[src/shared/sct_pkg.sv]
// Register map, field layout and decoded configuration types for the sense channel setup.
package sct_pkg;
   // Register offsets.
   localparam logic [7:0] CH0_MODE_CONFIG_OFS = 8'h40;
   localparam logic [7:0] CH1_MODE_CONFIG_OFS = 8'h41;
   localparam logic [7:0] SHARED_CHARGE_TUNING_OFS = 8'h42;
   localparam logic [7:0] CH0_TUNING_OFS = 8'h43;
   localparam logic [7:0] CH1_TUNING_OFS = 8'h44;
   localparam logic [7:0] SHARED_FILTER_OFS = 8'h45;
   localparam logic [7:0] CH0_COMP_LOW_OFS = 8'h46;
   localparam logic [7:0] CH1_COMP_LOW_OFS = 8'h47;
   localparam logic [7:0] CH0_MULT_OFS = 8'h48;
   localparam logic [7:0] CH1_MULT_OFS = 8'h49;
   localparam int NUM_REGS = 10;
   localparam int NUM_CHAN = 2;

   // Register indices, counted from the first offset.
   localparam int IDX_MODE = 0;
   localparam int IDX_CHARGE = 2;
   localparam int IDX_TUNING = 3;
   localparam int IDX_FILTER = 5;
   localparam int IDX_COMP = 6;
   localparam int IDX_MULT = 8;

   // Reset values.
   localparam logic [7:0] MODE_CONFIG_RST = 8'h00;
   localparam logic [7:0] CHARGE_TUNING_RST = 8'h5B;
   localparam logic [7:0] TUNING_RST = 8'h50;
   localparam logic [7:0] FILTER_RST = 8'h00;
   localparam logic [7:0] COMP_RST = 8'h00;
   localparam logic [7:0] MULT_RST = 8'h00;

   // Field positions.
   localparam int MODE_MSB = 7;
   localparam int MODE_LSB = 4;
   localparam int TX_MSB = 3;
   localparam int TX_LSB = 2;
   localparam int RX_MSB = 1;
   localparam int RX_LSB = 0;
   localparam int CAP_SIZE_BIT = 6;
   localparam int CHARGE_MSB = 5;
   localparam int CHARGE_LSB = 4;
   localparam int BIAS_MSB = 3;
   localparam int BIAS_LSB = 2;
   localparam int TUNE_MSB = 1;
   localparam int TUNE_LSB = 0;
   localparam int BASE_MSB = 7;
   localparam int BASE_LSB = 6;
   localparam int TARGET_MSB = 5;
   localparam int TARGET_LSB = 0;
   localparam int CS_DIV_BIT = 6;
   localparam int TWO_SIDED_BIT = 5;
   localparam int ACF_DIS_BIT = 4;
   localparam int LTA_BETA_MSB = 3;
   localparam int LTA_BETA_LSB = 2;
   localparam int ACF_BETA_MSB = 1;
   localparam int ACF_BETA_LSB = 0;
   localparam int COMP_HI_MSB = 7;
   localparam int COMP_HI_LSB = 6;
   localparam int COARSE_MSB = 5;
   localparam int COARSE_LSB = 4;
   localparam int FINE_MSB = 3;
   localparam int FINE_LSB = 0;

   // Encodings and values.
   localparam logic [3:0] MODE_SELF_CAP = 4'h0;
   localparam logic [3:0] MODE_MUTUAL_IND = 4'h9;
   localparam logic [7:0] BASE_VAL_0 = 8'h4B;
   localparam logic [7:0] BASE_VAL_1 = 8'h64;
   localparam logic [7:0] BASE_VAL_2 = 8'h96;
   localparam logic [7:0] BASE_VAL_3 = 8'hC8;
   localparam logic [4:0] TARGET_SCALE_ZEROS = 5'h00;
   localparam logic [4:0] CHARGE_DIV_MIN = 5'h02;

   typedef enum logic [1:0] {TUNE_OFF, TUNE_PARTIAL, TUNE_SEMI_PARTIAL, TUNE_FULL} sct_tune_t;

   typedef struct packed {
      logic self_cap;
      logic inductive;
      logic [1:0] tx_en;
      logic [1:0] rx_en;
      logic [7:0] base_value;
      logic [10:0] target_value;
      logic [9:0] compensation;
      logic [1:0] coarse_mult;
      logic [3:0] fine_mult;
   } sct_chan_cfg_t;

   typedef struct packed {
      logic cap_60pf;
      logic [4:0] charge_div;
      logic [1:0] bias_sel;
      sct_tune_t tune_mode;
      logic cs_div_en;
      logic two_sided;
      logic ac_filter_en;
      logic [1:0] lta_beta;
      logic [1:0] acf_beta;
   } sct_shared_cfg_t;
endpackage : sct_pkg

[src/hw/sct_config_regs.sv]
// Sense channel configuration register bank behind an I2C slave, with applied settings and event flags.
`timescale 1ns/1ps
`default_nettype none

// Operation
// - Mode field 0000 selects self capacitive, 1001 selects mutual inductive sensing.
// - Transmit select 00 disables both transmit electrodes.
// - Receive select 00 none, 01 receiver 0, 10 receiver 1, 11 both.
// - Shared bit 6 picks sensing capacitor of 15 pF or 60 pF.
// - Charge frequency code 00 to 11 divides sampling by 2, 4, 8, 16.
// - Projected bias code picks one of four rising bias settings.
// - Tuning mode: off, partial, semi-partial, full for codes 00 to 11.
// - Tuning base bits 7:6 give 75, 100, 150 or 200.
// - Tuning target equals the 6-bit field times 32.
// - Filter bit 6 enables the sampling capacitor divider.
// - Filter bit 5 enables two-sided detection.
// - Filter bit 4 set disables the AC filter.
// - Compensation is 10 bits: upper two from multiplier register, lower eight.
// - Multiplier register holds coarse select in bits 5:4, fine in 3:0.
// - Flag an event when average minus count exceeds the channel threshold.
module sct_config_regs #(
   parameter logic [6:0] I2C_ADDR = 7'h44, // Arbitrary slave address.
   parameter int DATA_W = 16
) (
   // Clock and reset
   input wire logic ref_clk_i,
   input wire logic rst_i,
   // I2C pins, taken as synchronous
   input wire logic scl_i,
   input wire logic sda_i,
   output logic sda_o,
   output logic sda_oe_n_o,
   // Sensing engine
   input wire logic meas_start_i,
   input wire logic sample_valid_i,
   input wire logic [sct_pkg::NUM_CHAN-1:0][DATA_W-1:0] lta_i,
   input wire logic [sct_pkg::NUM_CHAN-1:0][DATA_W-1:0] count_i,
   input wire logic [sct_pkg::NUM_CHAN-1:0][7:0] threshold_i,
   output sct_pkg::sct_chan_cfg_t [sct_pkg::NUM_CHAN-1:0] chan_cfg_o,
   output sct_pkg::sct_shared_cfg_t shared_cfg_o,
   output logic [sct_pkg::NUM_CHAN-1:0] event_o
);
   localparam int NUM_CH = sct_pkg::NUM_CHAN;

   if (DATA_W < 8) begin : g_bad_width
      $error("DATA_W must be at least 8");
   end

   typedef enum logic [3:0] {ST_IDLE, ST_ADDR, ST_ADDR_ACK, ST_PTR, ST_PTR_ACK, ST_WR, ST_WR_ACK, ST_RD,
      ST_RD_ACK} sct_state_t;

   function automatic logic reg_hit(input logic [7:0] ptr);
      reg_hit = (ptr >= sct_pkg::CH0_MODE_CONFIG_OFS) && (ptr <= sct_pkg::CH1_MULT_OFS);
   endfunction : reg_hit

   function automatic logic [3:0] reg_idx(input logic [7:0] ptr);
      logic [7:0] diff;
      diff = ptr - sct_pkg::CH0_MODE_CONFIG_OFS;
      reg_idx = diff[3:0];
   endfunction : reg_idx

   sct_state_t state_q, state_d;
   logic scl_q, sda_q;
   logic [7:0] shift_q, shift_d;
   logic [3:0] cnt_q, cnt_d;
   logic [7:0] ptr_q, ptr_d;
   logic rw_q, rw_d;
   logic nack_q, nack_d;
   logic oe_n_q, oe_n_d;
   logic [7:0] regs_q [sct_pkg::NUM_REGS];
   logic [7:0] regs_d [sct_pkg::NUM_REGS];
   logic [7:0] rd_data;
   logic start_c, stop_c, rise_c, fall_c;

   assign start_c = scl_i && scl_q && sda_q && !sda_i;
   assign stop_c = scl_i && scl_q && !sda_q && sda_i;
   assign rise_c = scl_i && !scl_q;
   assign fall_c = !scl_i && scl_q;
   assign rd_data = reg_hit(ptr_q) ? regs_q[reg_idx(ptr_q)] : 8'h00;

   // Bus protocol and register writes.
   always_comb begin
      state_d = state_q;
      shift_d = shift_q;
      cnt_d = cnt_q;
      ptr_d = ptr_q;
      rw_d = rw_q;
      nack_d = nack_q;
      oe_n_d = oe_n_q;
      regs_d = regs_q;
      if (start_c) begin
         state_d = ST_ADDR;
         cnt_d = 4'h0;
         oe_n_d = 1'b1;
      end else if (stop_c) begin
         state_d = ST_IDLE;
         oe_n_d = 1'b1;
      end else begin
         case (state_q)
            ST_ADDR, ST_PTR, ST_WR: begin
               if (rise_c && cnt_q < 4'h8) begin
                  shift_d = {shift_q[6:0], sda_i};
                  cnt_d = cnt_q + 4'h1;
               end else if (fall_c && cnt_q == 4'h8) begin
                  oe_n_d = 1'b0;
                  if (state_q == ST_ADDR) begin
                     if (shift_q[7:1] == I2C_ADDR) begin
                        rw_d = shift_q[0];
                        state_d = ST_ADDR_ACK;
                     end else begin
                        oe_n_d = 1'b1;
                        state_d = ST_IDLE;
                     end
                  end else if (state_q == ST_PTR) begin
                     ptr_d = shift_q;
                     state_d = ST_PTR_ACK;
                  end else begin
                     // Unmapped writes are acknowledged and dropped.
                     if (reg_hit(ptr_q)) begin
                        regs_d[reg_idx(ptr_q)] = shift_q;
                     end
                     ptr_d = ptr_q + 8'h01;
                     state_d = ST_WR_ACK;
                  end
               end
            end
            ST_ADDR_ACK: begin
               if (fall_c) begin
                  cnt_d = 4'h0;
                  if (rw_q) begin
                     shift_d = rd_data;
                     oe_n_d = rd_data[7];
                     ptr_d = ptr_q + 8'h01;
                     state_d = ST_RD;
                  end else begin
                     oe_n_d = 1'b1;
                     state_d = ST_PTR;
                  end
               end
            end
            ST_PTR_ACK, ST_WR_ACK: begin
               if (fall_c) begin
                  oe_n_d = 1'b1;
                  cnt_d = 4'h0;
                  state_d = ST_WR;
               end
            end
            ST_RD: begin
               if (rise_c) begin
                  cnt_d = cnt_q + 4'h1;
               end else if (fall_c) begin
                  if (cnt_q == 4'h8) begin
                     oe_n_d = 1'b1;
                     state_d = ST_RD_ACK;
                  end else begin
                     shift_d = {shift_q[6:0], 1'b0};
                     oe_n_d = shift_q[6];
                  end
               end
            end
            ST_RD_ACK: begin
               if (rise_c) begin
                  nack_d = sda_i;
               end else if (fall_c) begin
                  if (nack_q) begin
                     state_d = ST_IDLE;
                  end else begin
                     cnt_d = 4'h0;
                     shift_d = rd_data;
                     oe_n_d = rd_data[7];
                     ptr_d = ptr_q + 8'h01;
                     state_d = ST_RD;
                  end
               end
            end
            default: begin
               state_d = ST_IDLE;
            end
         endcase
      end
   end

   always_ff @(posedge ref_clk_i or posedge rst_i) begin
      if (rst_i) begin
         state_q <= ST_IDLE;
         scl_q <= 1'b1;
         sda_q <= 1'b1;
         shift_q <= 8'h00;
         cnt_q <= 4'h0;
         ptr_q <= 8'h00;
         rw_q <= 1'b0;
         nack_q <= 1'b0;
         oe_n_q <= 1'b1;
         for (int c = 0; c < NUM_CH; c++) begin
            regs_q[sct_pkg::IDX_MODE + c] <= sct_pkg::MODE_CONFIG_RST;
            regs_q[sct_pkg::IDX_TUNING + c] <= sct_pkg::TUNING_RST;
            regs_q[sct_pkg::IDX_COMP + c] <= sct_pkg::COMP_RST;
            regs_q[sct_pkg::IDX_MULT + c] <= sct_pkg::MULT_RST;
         end
         regs_q[sct_pkg::IDX_CHARGE] <= sct_pkg::CHARGE_TUNING_RST;
         regs_q[sct_pkg::IDX_FILTER] <= sct_pkg::FILTER_RST;
      end else begin
         state_q <= state_d;
         scl_q <= scl_i;
         sda_q <= sda_i;
         shift_q <= shift_d;
         cnt_q <= cnt_d;
         ptr_q <= ptr_d;
         rw_q <= rw_d;
         nack_q <= nack_d;
         oe_n_q <= oe_n_d;
         regs_q <= regs_d;
      end
   end

   assign sda_oe_n_o = oe_n_q;
   assign sda_o = 1'b0;

   // Decoded settings, latched only at a measurement start so a running conversion keeps its setup.
   sct_pkg::sct_chan_cfg_t [NUM_CH-1:0] cfg_q, cfg_d;
   sct_pkg::sct_shared_cfg_t shr_q, shr_d;
   logic [NUM_CH-1:0] event_q, event_d;
   logic [7:0] base_tab [4];

   assign base_tab[0] = sct_pkg::BASE_VAL_0;
   assign base_tab[1] = sct_pkg::BASE_VAL_1;
   assign base_tab[2] = sct_pkg::BASE_VAL_2;
   assign base_tab[3] = sct_pkg::BASE_VAL_3;

   always_comb begin
      logic [7:0] m, t, p, k, f, s;
      logic [DATA_W-1:0] diff;
      cfg_d = cfg_q;
      shr_d = shr_q;
      event_d = event_q;
      s = regs_q[sct_pkg::IDX_CHARGE];
      f = regs_q[sct_pkg::IDX_FILTER];
      m = 8'h00;
      t = 8'h00;
      p = 8'h00;
      k = 8'h00;
      diff = '0;
      if (meas_start_i) begin
         for (int c = 0; c < NUM_CH; c++) begin
            m = regs_q[sct_pkg::IDX_MODE + c];
            t = regs_q[sct_pkg::IDX_TUNING + c];
            p = regs_q[sct_pkg::IDX_COMP + c];
            k = regs_q[sct_pkg::IDX_MULT + c];
            cfg_d[c].self_cap = m[sct_pkg::MODE_MSB:sct_pkg::MODE_LSB] == sct_pkg::MODE_SELF_CAP;
            cfg_d[c].inductive = m[sct_pkg::MODE_MSB:sct_pkg::MODE_LSB] == sct_pkg::MODE_MUTUAL_IND;
            cfg_d[c].tx_en = m[sct_pkg::TX_MSB:sct_pkg::TX_LSB];
            cfg_d[c].rx_en = m[sct_pkg::RX_MSB:sct_pkg::RX_LSB];
            cfg_d[c].base_value = base_tab[t[sct_pkg::BASE_MSB:sct_pkg::BASE_LSB]];
            cfg_d[c].target_value = {t[sct_pkg::TARGET_MSB:sct_pkg::TARGET_LSB], sct_pkg::TARGET_SCALE_ZEROS};
            cfg_d[c].compensation = {k[sct_pkg::COMP_HI_MSB:sct_pkg::COMP_HI_LSB], p};
            cfg_d[c].coarse_mult = k[sct_pkg::COARSE_MSB:sct_pkg::COARSE_LSB];
            cfg_d[c].fine_mult = k[sct_pkg::FINE_MSB:sct_pkg::FINE_LSB];
         end
         shr_d.cap_60pf = s[sct_pkg::CAP_SIZE_BIT];
         shr_d.charge_div = sct_pkg::CHARGE_DIV_MIN << s[sct_pkg::CHARGE_MSB:sct_pkg::CHARGE_LSB];
         shr_d.bias_sel = s[sct_pkg::BIAS_MSB:sct_pkg::BIAS_LSB];
         shr_d.tune_mode = sct_pkg::sct_tune_t'(s[sct_pkg::TUNE_MSB:sct_pkg::TUNE_LSB]);
         shr_d.cs_div_en = f[sct_pkg::CS_DIV_BIT];
         shr_d.two_sided = f[sct_pkg::TWO_SIDED_BIT];
         shr_d.ac_filter_en = !f[sct_pkg::ACF_DIS_BIT];
         shr_d.lta_beta = f[sct_pkg::LTA_BETA_MSB:sct_pkg::LTA_BETA_LSB];
         shr_d.acf_beta = f[sct_pkg::ACF_BETA_MSB:sct_pkg::ACF_BETA_LSB];
      end
      if (sample_valid_i) begin
         for (int c = 0; c < NUM_CH; c++) begin
            // A count above the average only counts when two-sided detection is on.
            if (lta_i[c] > count_i[c]) begin
               diff = lta_i[c] - count_i[c];
            end else if (shr_q.two_sided) begin
               diff = count_i[c] - lta_i[c];
            end else begin
               diff = '0;
            end
            event_d[c] = diff > DATA_W'(threshold_i[c]);
         end
      end
   end

   always_ff @(posedge ref_clk_i or posedge rst_i) begin
      if (rst_i) begin
         cfg_q <= '0;
         shr_q <= '0;
         event_q <= '0;
      end else begin
         cfg_q <= cfg_d;
         shr_q <= shr_d;
         event_q <= event_d;
      end
   end

   assign chan_cfg_o = cfg_q;
   assign shared_cfg_o = shr_q;
   assign event_o = event_q;

   a_mode_inductive: assert property (@(posedge ref_clk_i) disable iff (rst_i)
      meas_start_i && regs_q[sct_pkg::IDX_MODE + 1][7:4] == 4'h9 |=> cfg_q[1].inductive && !cfg_q[1].self_cap)
      else $error("inductive mode not applied");
   a_rx_decode: assert property (@(posedge ref_clk_i) disable iff (rst_i)
      meas_start_i |=> cfg_q[1].rx_en == $past(regs_q[sct_pkg::IDX_MODE + 1][1:0]))
      else $error("receive select mismatch");
   a_charge_div: assert property (@(posedge ref_clk_i) disable iff (rst_i)
      meas_start_i && regs_q[sct_pkg::IDX_CHARGE][5:4] == 2'h3 |=> shr_q.charge_div == 5'h10)
      else $error("charge divide wrong");
   a_base_value: assert property (@(posedge ref_clk_i) disable iff (rst_i)
      meas_start_i && regs_q[sct_pkg::IDX_TUNING][7:6] == 2'h2 |=> cfg_q[0].base_value == 8'h96)
      else $error("tuning base wrong");
   a_target_scale: assert property (@(posedge ref_clk_i) disable iff (rst_i)
      meas_start_i |=> cfg_q[0].target_value == 11'($past(regs_q[sct_pkg::IDX_TUNING][5:0]) * 32))
      else $error("tuning target wrong");
   a_acf_disable: assert property (@(posedge ref_clk_i) disable iff (rst_i)
      meas_start_i && regs_q[sct_pkg::IDX_FILTER][4] |=> !shr_q.ac_filter_en)
      else $error("ac filter not disabled");
   a_comp_join: assert property (@(posedge ref_clk_i) disable iff (rst_i)
      meas_start_i |=> cfg_q[1].compensation[9:8] == $past(regs_q[sct_pkg::IDX_MULT + 1][7:6])
      && cfg_q[1].compensation[7:0] == $past(regs_q[sct_pkg::IDX_COMP + 1]))
      else $error("compensation join wrong");
   a_cfg_hold: assert property (@(posedge ref_clk_i) disable iff (rst_i)
      !meas_start_i |=> $stable(cfg_q) && $stable(shr_q))
      else $error("settings changed mid measurement");
   a_event_flag: assert property (@(posedge ref_clk_i) disable iff (rst_i)
      sample_valid_i && lta_i[0] > count_i[0] && (lta_i[0] - count_i[0]) > DATA_W'(threshold_i[0])
      |=> event_o[0])
      else $error("event not flagged");
endmodule : sct_config_regs

`default_nettype wire

[config.mk]
export PLATFORM = sky130hd
export DESIGN_NAME = sct_config_regs
export DESIGN_NICKNAME = d
export VERILOG_FILES = /design/src/shared/sct_pkg.sv /design/src/hw/sct_config_regs.sv
export SDC_FILE = /design/constraint.sdc
export NUM_CORES = 1
export LEC_CHECK = 0
export BUFFER_PORTS_ARGS = -buffer_cell sky130_fd_sc_hd__buf_4
export CAP_MARGIN = 40
export CORE_AREA = 2 2 152 154
export DETAILED_ROUTE_END_ITERATION = 10
export DIE_AREA = 0 0 154 156
export GPL_TIMING_DRIVEN = 1
export PLACE_DENSITY = 0.89
export SETUP_SLACK_MARGIN = 0.4
export SYNTH_ARGS = -nofsm -noshare
export SYNTH_HDL_FRONTEND = slang
export SYNTH_SLANG_ARGS = --single-unit
[constraint.sdc]
create_clock -name ref_clk_i -period 8.41 [get_ports ref_clk_i]
set_input_delay 0.841 -clock ref_clk_i [delete_from_list [all_inputs] [get_ports ref_clk_i]]
set_output_delay 0.841 -clock ref_clk_i [all_outputs]
set_load 0.01 [all_outputs]
==> impl_metrics.py, run 1 <==
metrics = {
    "status": {
        "status": "completed",
    },
    "yosys": {
        "syn_area_per_cell_um2": 10.0,
        "synth_area_mm2": 0.0130,
        "synth_edf_count": 0,
        "synth_top_family_by_area": "multiplexers",
        "syn_inst": 1295,
        "synth_warnings": 0,
        "synthFlopType": "dfrtp_1",
        "synth-seq-cells": 199,
        "async_flop_share_pct": 100,
        "synth_cell_types": 77,
        "synthXorXnorAreaFrac_pct": 2.57,
        "synth-adder-area-share_pct": 9.49,
        "yosysSeqAreaShare_pct": 38.5,
        "synth_compound_area_share_pct": 14.8,
        "synthSimpleGateAreaFrac_pct": 10.1,
        "synth.area.mux_share_pct": 18.3,
    },
    "clocking": {
        "root_buffer": "clkbuf_16",
        "ctsHoldBuffers": 0,
        "clkSlewWorstSetupHoldPaths_ns": 0.08,
        "cts.sinks": 199,
        "clockBufferDepth": 2,
        "cts_resized": 0,
        "cts_made_buffers": 17,
        "cts_setup_buffers": 0,
        "cts_tree": "built",
        "htreeDepth": 4,
        "clock_latency_ns": 0.44,
    },
    "timing": {
        "finClkSkew_ns": 0.00971,
        "maxSlewHeadroom_pct": 34.4,
        "slew_violations": 0,
        "final-hold-violation-count": 0,
        "rsz0062_at_grt": "false",
        "post-route-period-util_pct": 59.3,
        "timing.setup.tns_ns": 0,
        "finalCriticalPeriod_ns": 4.99,
        "worst_pin_slew_ns": 0.972,
        "finalHoldWorstSlack_ns": 0.490,
        "max_freq_mhz": 200,
        "setup_viol": 0,
    },
    "critical_path": {
        "r2r_end": "regs_q[23]$_DFFE_PP0P_",
        "cp.arrival_ns": 5.30,
        "rrSetupSlack_ns": 4.96,
        "startpoint": "lta_i[16]",
        "reg2regPathDepth": 8,
        "cp-endpoint": "event_o[1]$_DFFE_PP0P_",
        "end_kind": "flip-flop",
        "reg2reg_from": "ptr_q[0]$_DFFE_PP0P_",
        "start_kind": "input pin",
        "required_ns": 8.72,
        "crit_type": "in2reg",
        "path_max_fanout": 12,
    },
    "grt": {
        "track_usage_pct": 26.9,
        "grt_pass1_vias": 10455,
        "grt_antenna_before_repair": 0,
        "grt_pass1_wl_um": 52300,
        "grt-ovfl-total": 0,
        "grt_max_degree": 122,
    },
    "finish": {
        "fillCellCount": 1661,
        "diodes": 0,
        "area_growth_pct": 15.8,
        "seqCellArea_mm2": 0.00499,
        "multiInputGateArea_mm2": 0.00721,
        "finalNetCount": 1615,
        "drive_gt1_share_pct": 28.9,
    },
    "pwr": {
        "ir_drop_v": 0.000149,
        "power_density_mw_per_mm2": 146,
        "power.leakage_nw": 7.47,
        "power_w": 0.00220,
    },
    "routing": {
        "wl_um": 32100,
        "viasPerCell": 6.09,
        "drt_pre_antenna_iters": 5,
        "wl_per_cell_um": 18.6,
        "drc_errors": 0,
        "dr.first_iter.drc_count": 759,
        "ant_nets": 0,
        "vias": 10546,
    },
    "min_path": {
        "whs_path_depth": 1,
        "hp-class": "reg2reg",
    },
    "die": {
        "start_util_pct": 58.0,
        "ios": 189,
        "core_mm2": 0.0224,
        "dieArea_mm2": 0.0240,
        "die_w_um": 154,
        "rows": 55,
        "dieHeight_um": 156,
    },
    "run": {
        "drv_cap": 0,
    },
    "placed_design": {
        "portBuffers": 176,
        "gp_congestion": 0.917,
        "place_hpwl_um": 23300,
    },
}
-- logic make-up (layout without fill, tap and decap cells) --
| logic type | after synthesis | after routing |
|---|---|---|
| AO/OA/AOI/OAI | 302 | 302 |
| XOR/XNOR | 38 | 38 |
| adder cells (fa/ha/maj) | 96 | 96 |
| buffers and inverters | 198 | 338 |
| flip-flops | 199 | 199 |
| multiplexers | 196 | 196 |
| other | 1 | 12 |
| AND/OR/NAND/NOR | 265 | 265 |
-- synthesized netlist by cell type (all sizes together) (5+ instances only) --
master	count	area, um2
a21oi	77	385
nand4	13	81.3
o211ai	5	37.5
clkbuf	50	188
mux2	169	1900
o22ai	23	144
a21boi	5	37.5
buf	24	150
a22oi	16	120
dfstp	12	315
o21a	13	97.6
dfrtp	187	4680
o21ai	75	375
nand3	29	145
o21bai	8	60.1
xnor2	23	201
nor4	6	37.5
ha	92	1150
mux4	16	360
a31oi	6	37.5
and3	5	31.3
o41ai	5	43.8
or4	6	45.0
nand2b	16	100
xor2	15	131
nand2	71	267
nor2b	10	62.6
a21o	18	135
a211oi	13	103
nor3	19	105
mux2i	11	110
inv	123	462
nor2	65	244
-- layout by cell type (no fill, tap or decap), types with 29 or more instances in the layout --
cell / instances
a21oi_1: 77
buf_4: 180
dfrtp_1: 187
ha_1: 92
inv_1: 122
mux2_2: 166
nand2_1: 71
nand3_1: 29
nor2_1: 65
o21ai_0: 74
-- worst min path at each step --
| stage | slack (ns) | endpoint | start |
|---|---|---|---|
| after floorplan | 0.43 | shared_cfg_o[4]$_DFFE_PP0P_ | regs_q[36]$_DFFE_PP0P_ |
| after global placement | 0.48 | ptr_q[6]$_DFFE_PP0P_ | ptr_q[6]$_DFFE_PP0P_ |
| after detailed placement | 0.49 | shared_cfg_o[4]$_DFFE_PP0P_ | regs_q[36]$_DFFE_PP0P_ |
| after CTS | 0.50 | shared_cfg_o[4]$_DFFE_PP0P_ | regs_q[36]$_DFFE_PP0P_ |
| after global routing | 0.52 | regs_q[39]$_DFFE_PP0P_ | regs_q[39]$_DFFE_PP0P_ |
| final | 0.49 | shared_cfg_o[4]$_DFFE_PP0P_ | regs_q[36]$_DFFE_PP0P_ |
-- flip-flops by register name, summed over array words and instances (netlist names) --
register and cells:
rw_q 1, scl_q 1, sda_q 1, event_o 2, sda_oe_n_o 1, regs_q 80, shared_cfg_o 16, ptr_q 8
chan_cfg_o 72, shift_q 8, state_q 4, nack_q 1, cnt_q 4
-- metrics by stage --
stage | setup slack, ns | cells | cell area (um2) | util (%)
floorplan | 2.16 | 1306 | 13000 | -
global placement | 3.32 | 1697 | 14400 | 64.3
detailed placement | 3.08 | 1699 | 14400 | 64.6
CTS | 3.53 | 1731 | 15000 | 67.2
global route | 3.10 | 1731 | 15000 | 67.2
finish | 3.42 | 1731 | 15000 | 67.2
-- area by class of cell --
cell class | instances | area share (%)
multi-input cells | 909 | 48.0
flip-flops and latches | 199 | 33.3
repair buffers | 182 | 9.36
inverters | 124 | 3.15
clock buffers | 19 | 2.88
well taps | 285 | 2.37
clock inverters | 13 | 0.983
-- routing by layer --
metal  GRT usage (%)  up-vias  routed length [um]
li1                -     4876                   -
met4            9.97        0                 777
met2            45.6      462               15500
met3            4.17       77                2130
met5               0        -                   0
met1            35.3     5131               13700
-- worst max-delay path, stage by stage --
cell and delay, ns:
buf_4 0.11, inv_1 0.05, ha_1 0.16, inv_1 0.05, fa_1 0.45, a211oi_2 0.25
nor2_1 0.10, o21ai_0 0.30, a211oi_1 0.15, o32ai_1 0.13, buf_4 0.23, nand2_1 0.16
o22ai_1 0.24, ha_1 0.27, nand2_1 0.09, a21oi_1 0.04, a2111oi_0 0.36, o21ai_0 0.15
a22o_1 0.21, or4_1 0.53, nor4_1 0.29, a211oi_1 0.12
-- where the power goes --
part / internal, W / switching, W / total, W
Clock: 0.000420 / 0.000391 / 0.000811
Combinational: 0.000172 / 0.000232 / 0.000405
Sequential: 0.000967 / 0.0000166 / 0.000984
No activity file was read; power rests on OpenSTA's default activity.
==> run 2: changes to the inputs <==
ABC_AREA = 1   (was unset)
CORE_AREA = 2 2 155 157   (was 2 2 152 154)
DIE_AREA = 0 0 157 159   (was 0 0 154 156)
PLACE_DENSITY = 0.88   (was 0.89)
clock period = 5.15 ns   (was 8.41 ns; I/O delays follow)
==> impl_metrics.py, run 2 <==
metrics = {
    "timing": {
        "final-hold-violation-count": 0,
        "rsz0062_at_grt": "false",
        "setup_viol": 0,
        "finalHoldWorstSlack_ns": 0.0986,
        "maxSlewHeadroom_pct": 39.9,
        "max_freq_mhz": 302,
        "timing.setup.tns_ns": 0,
        "finalCriticalPeriod_ns": 3.31,
        "worst_pin_slew_ns": 0.899,
        "post-route-period-util_pct": 64.4,
        "fin_ws_ns": 1.84,
        "finClkSkew_ns": 0.00695,
        "slew_violations": 0,
    },
    "yosys": {
        "async_flop_share_pct": 100,
        "syn_area_per_cell_um2": 6.76,
        "synth_area_mm2": 0.0135,
        "synth.most_common_cell": "nand2_1",
        "synthFlopType": "dfrtp_1",
        "syn_inst": 1993,
        "synth_cell_types": 35,
        "synth-seq-cells": 199,
        "yosysTopAreaCellShare_pct": 34.7,
        "synth_common_cells": "nand2_1 (733), inv_1 (298), o21ai_0 (196)",
        "synth_edf_count": 0,
        "yosysSeqAreaShare_pct": 37.1,
        "synth_area_leader_cell": "dfrtp_1",
        "synth.area.top_cells": "dfrtp_1 (35%), nand2_1 (20%), ha_1 (8.5%)",
        "synth_warnings": 0,
    },
    "clocking": {
        "cts.sinks": 199,
        "clkSlewWorstSetupHoldPaths_ns": 0.07,
        "cts_made_buffers": 17,
        "cts_resized": 0,
        "cts_tree": "built",
        "clockBufferDepth": 2,
        "ctsHoldBuffers": 0,
        "root_buffer": "clkbuf_16",
        "clock_latency_ns": 0.43,
        "cts_setup_buffers": 0,
        "htreeDepth": 4,
    },
    "critical_path": {
        "required_ns": 5.48,
        "cp.buffers_inverters": 1,
        "path_max_fanout": 27,
        "crit_type": "reg2reg",
        "cp.arrival_ns": 3.64,
        "path_delay_family": "simple AND/OR/NAND/NOR gates",
        "crit_path_max_incr_delay_ns": 0.69,
        "cpMostUsedCell": "a21oi_1",
        "start_kind": "flip-flop",
        "end_kind": "flip-flop",
        "crit_slowest_cell": "dfrtp_1",
        "path_cells": "inv_1, ha_1, a21oi_1, a21oi_1, nor3b_4, nand3_1, o21ai_0",
    },
    "finish": {
        "finalNetCount": 2302,
        "largest_register": "regs_q",
        "final_cell_mix": "nand2_1 (733), inv_1 (296), o21ai_0 (196)",
        "fillCellCount": 2019,
        "postLayoutCoreUtil_pct": 66.9,
        "drive_gt1_share_pct": 10.8,
        "mostFrequentLayoutCell": "nand2_1",
        "largest_reg_flops": 80,
        "area_growth_pct": 15.0,
        "fin_area_mm2": 0.0155,
        "diodes": 0,
    },
    "min_path": {
        "hp-class": "in2async",
    },
    "grt": {
        "grt_pass1_wl_um": 62600,
        "grt_max_degree": 155,
        "grt-ovfl-total": 0,
        "grt_antenna_before_repair": 0,
        "track_usage_pct": 31.0,
        "grt_pass1_vias": 12767,
    },
    "status": {
        "status": "completed",
    },
    "routing": {
        "drc_errors": 0,
        "dr.first_iter.drc_count": 1292,
        "vias": 13255,
        "wl_um": 38000,
        "drt_pre_antenna_iters": 6,
        "wl_per_cell_um": 15.5,
        "ant_nets": 0,
        "viasPerCell": 5.41,
    },
    "pwr": {
        "power.leakage_nw": 8.55,
        "power_density_mw_per_mm2": 308,
        "ir_drop_v": 0.000276,
    },
    "die": {
        "dieHeight_um": 159,
        "ios": 189,
        "start_util_pct": 58.1,
        "die_w_um": 157,
        "rows": 56,
        "dieArea_mm2": 0.0250,
        "core_mm2": 0.0232,
    },
    "placed_design": {
        "portBuffers": 176,
        "place_area_mm2": 0.0150,
        "gp_congestion": 0.937,
        "dp_slack_ns": 1.68,
        "place_hpwl_um": 29200,
    },
    "run": {
        "drv_cap": 0,
    },
}
run 2: cell families after synthesis:
logic type / synth area share (%)
AOI/OAI and AO/OA: 12.4
xor gates and xnor gates: 1.17
adders and majority gates: 9.13
buffers and inverters: 11.2
DFF: 37.1
other: 0.0278
and+or+nand+nor: 29.1
run 2: routing by layer:
layer  track usage, %  up-vias  wire length (um)
met5                0        -                 0
met4             12.4        0              1370
met3             5.04       98              2980
met2             50.0      572             17700
met1             41.9     6095             16000
li1                 -     6490                 -
run 2: layout make-up:
type	count	area [um2]	share of cell area [%]
clock buffer	20	447	2.88
clock inverter	12	105	0.678
inverter	300	1130	7.29
multi-input combinational	1420	7020	45.3
sequential	199	4990	32.2
tap	319	399	2.57
timing repair buffer	182	1410	9.10
run 2: worst reg2reg max path: stages, from the launching register on:
cell and delay (ns):
dfrtp_1 0.69, inv_1 0.54, ha_1 0.32, a21oi_1 0.08, a21oi_1 0.20, nor3b_4 0.40, nand3_1 0.53, o21ai_0 0.44
run 2: metrics by stage:
step	cells	power, W
floorplan	2004	0.00299
global placement	2418	0.00344
detailed placement	2420	0.00348
CTS	2452	0.00474
global route	2452	0.00506
finish	2452	0.00478
run 2: power by group:
group	switching (W)	internal, W
logic	0.00121	0.000526
registers	0.000107	0.00167
clock network	0.000613	0.000649
total	0.00193	0.00284
run 2: worst paths after layout:
| check | from | to | slack (ns) | cells past startpoint |
|---|---|---|---|---|
| hold / removal | rst_i | chan_cfg_o[81]$_DFFE_PP0P_ | 0.1 | 2 |
| hold reg to reg | chan_cfg_o[73]$_DFFE_PP0P_ | chan_cfg_o[73]$_DFFE_PP0P_ | 0.48 | 2 |
| setup reg to reg | ptr_q[1]$_DFFE_PP0P_ | regs_q[44]$_DFFE_PP1P_ | 1.84 | 7 |
| setup / recovery | ptr_q[1]$_DFFE_PP0P_ | regs_q[44]$_DFFE_PP1P_ | 1.84 | 7 |
| max in group asynchronous | rst_i | regs_q[18]$_DFFE_PP0P_ | 3.92 | 3 |
| min in group ref_clk_i | sda_i | sda_q$_DFF_PP1_ | 0.21 | 1 |
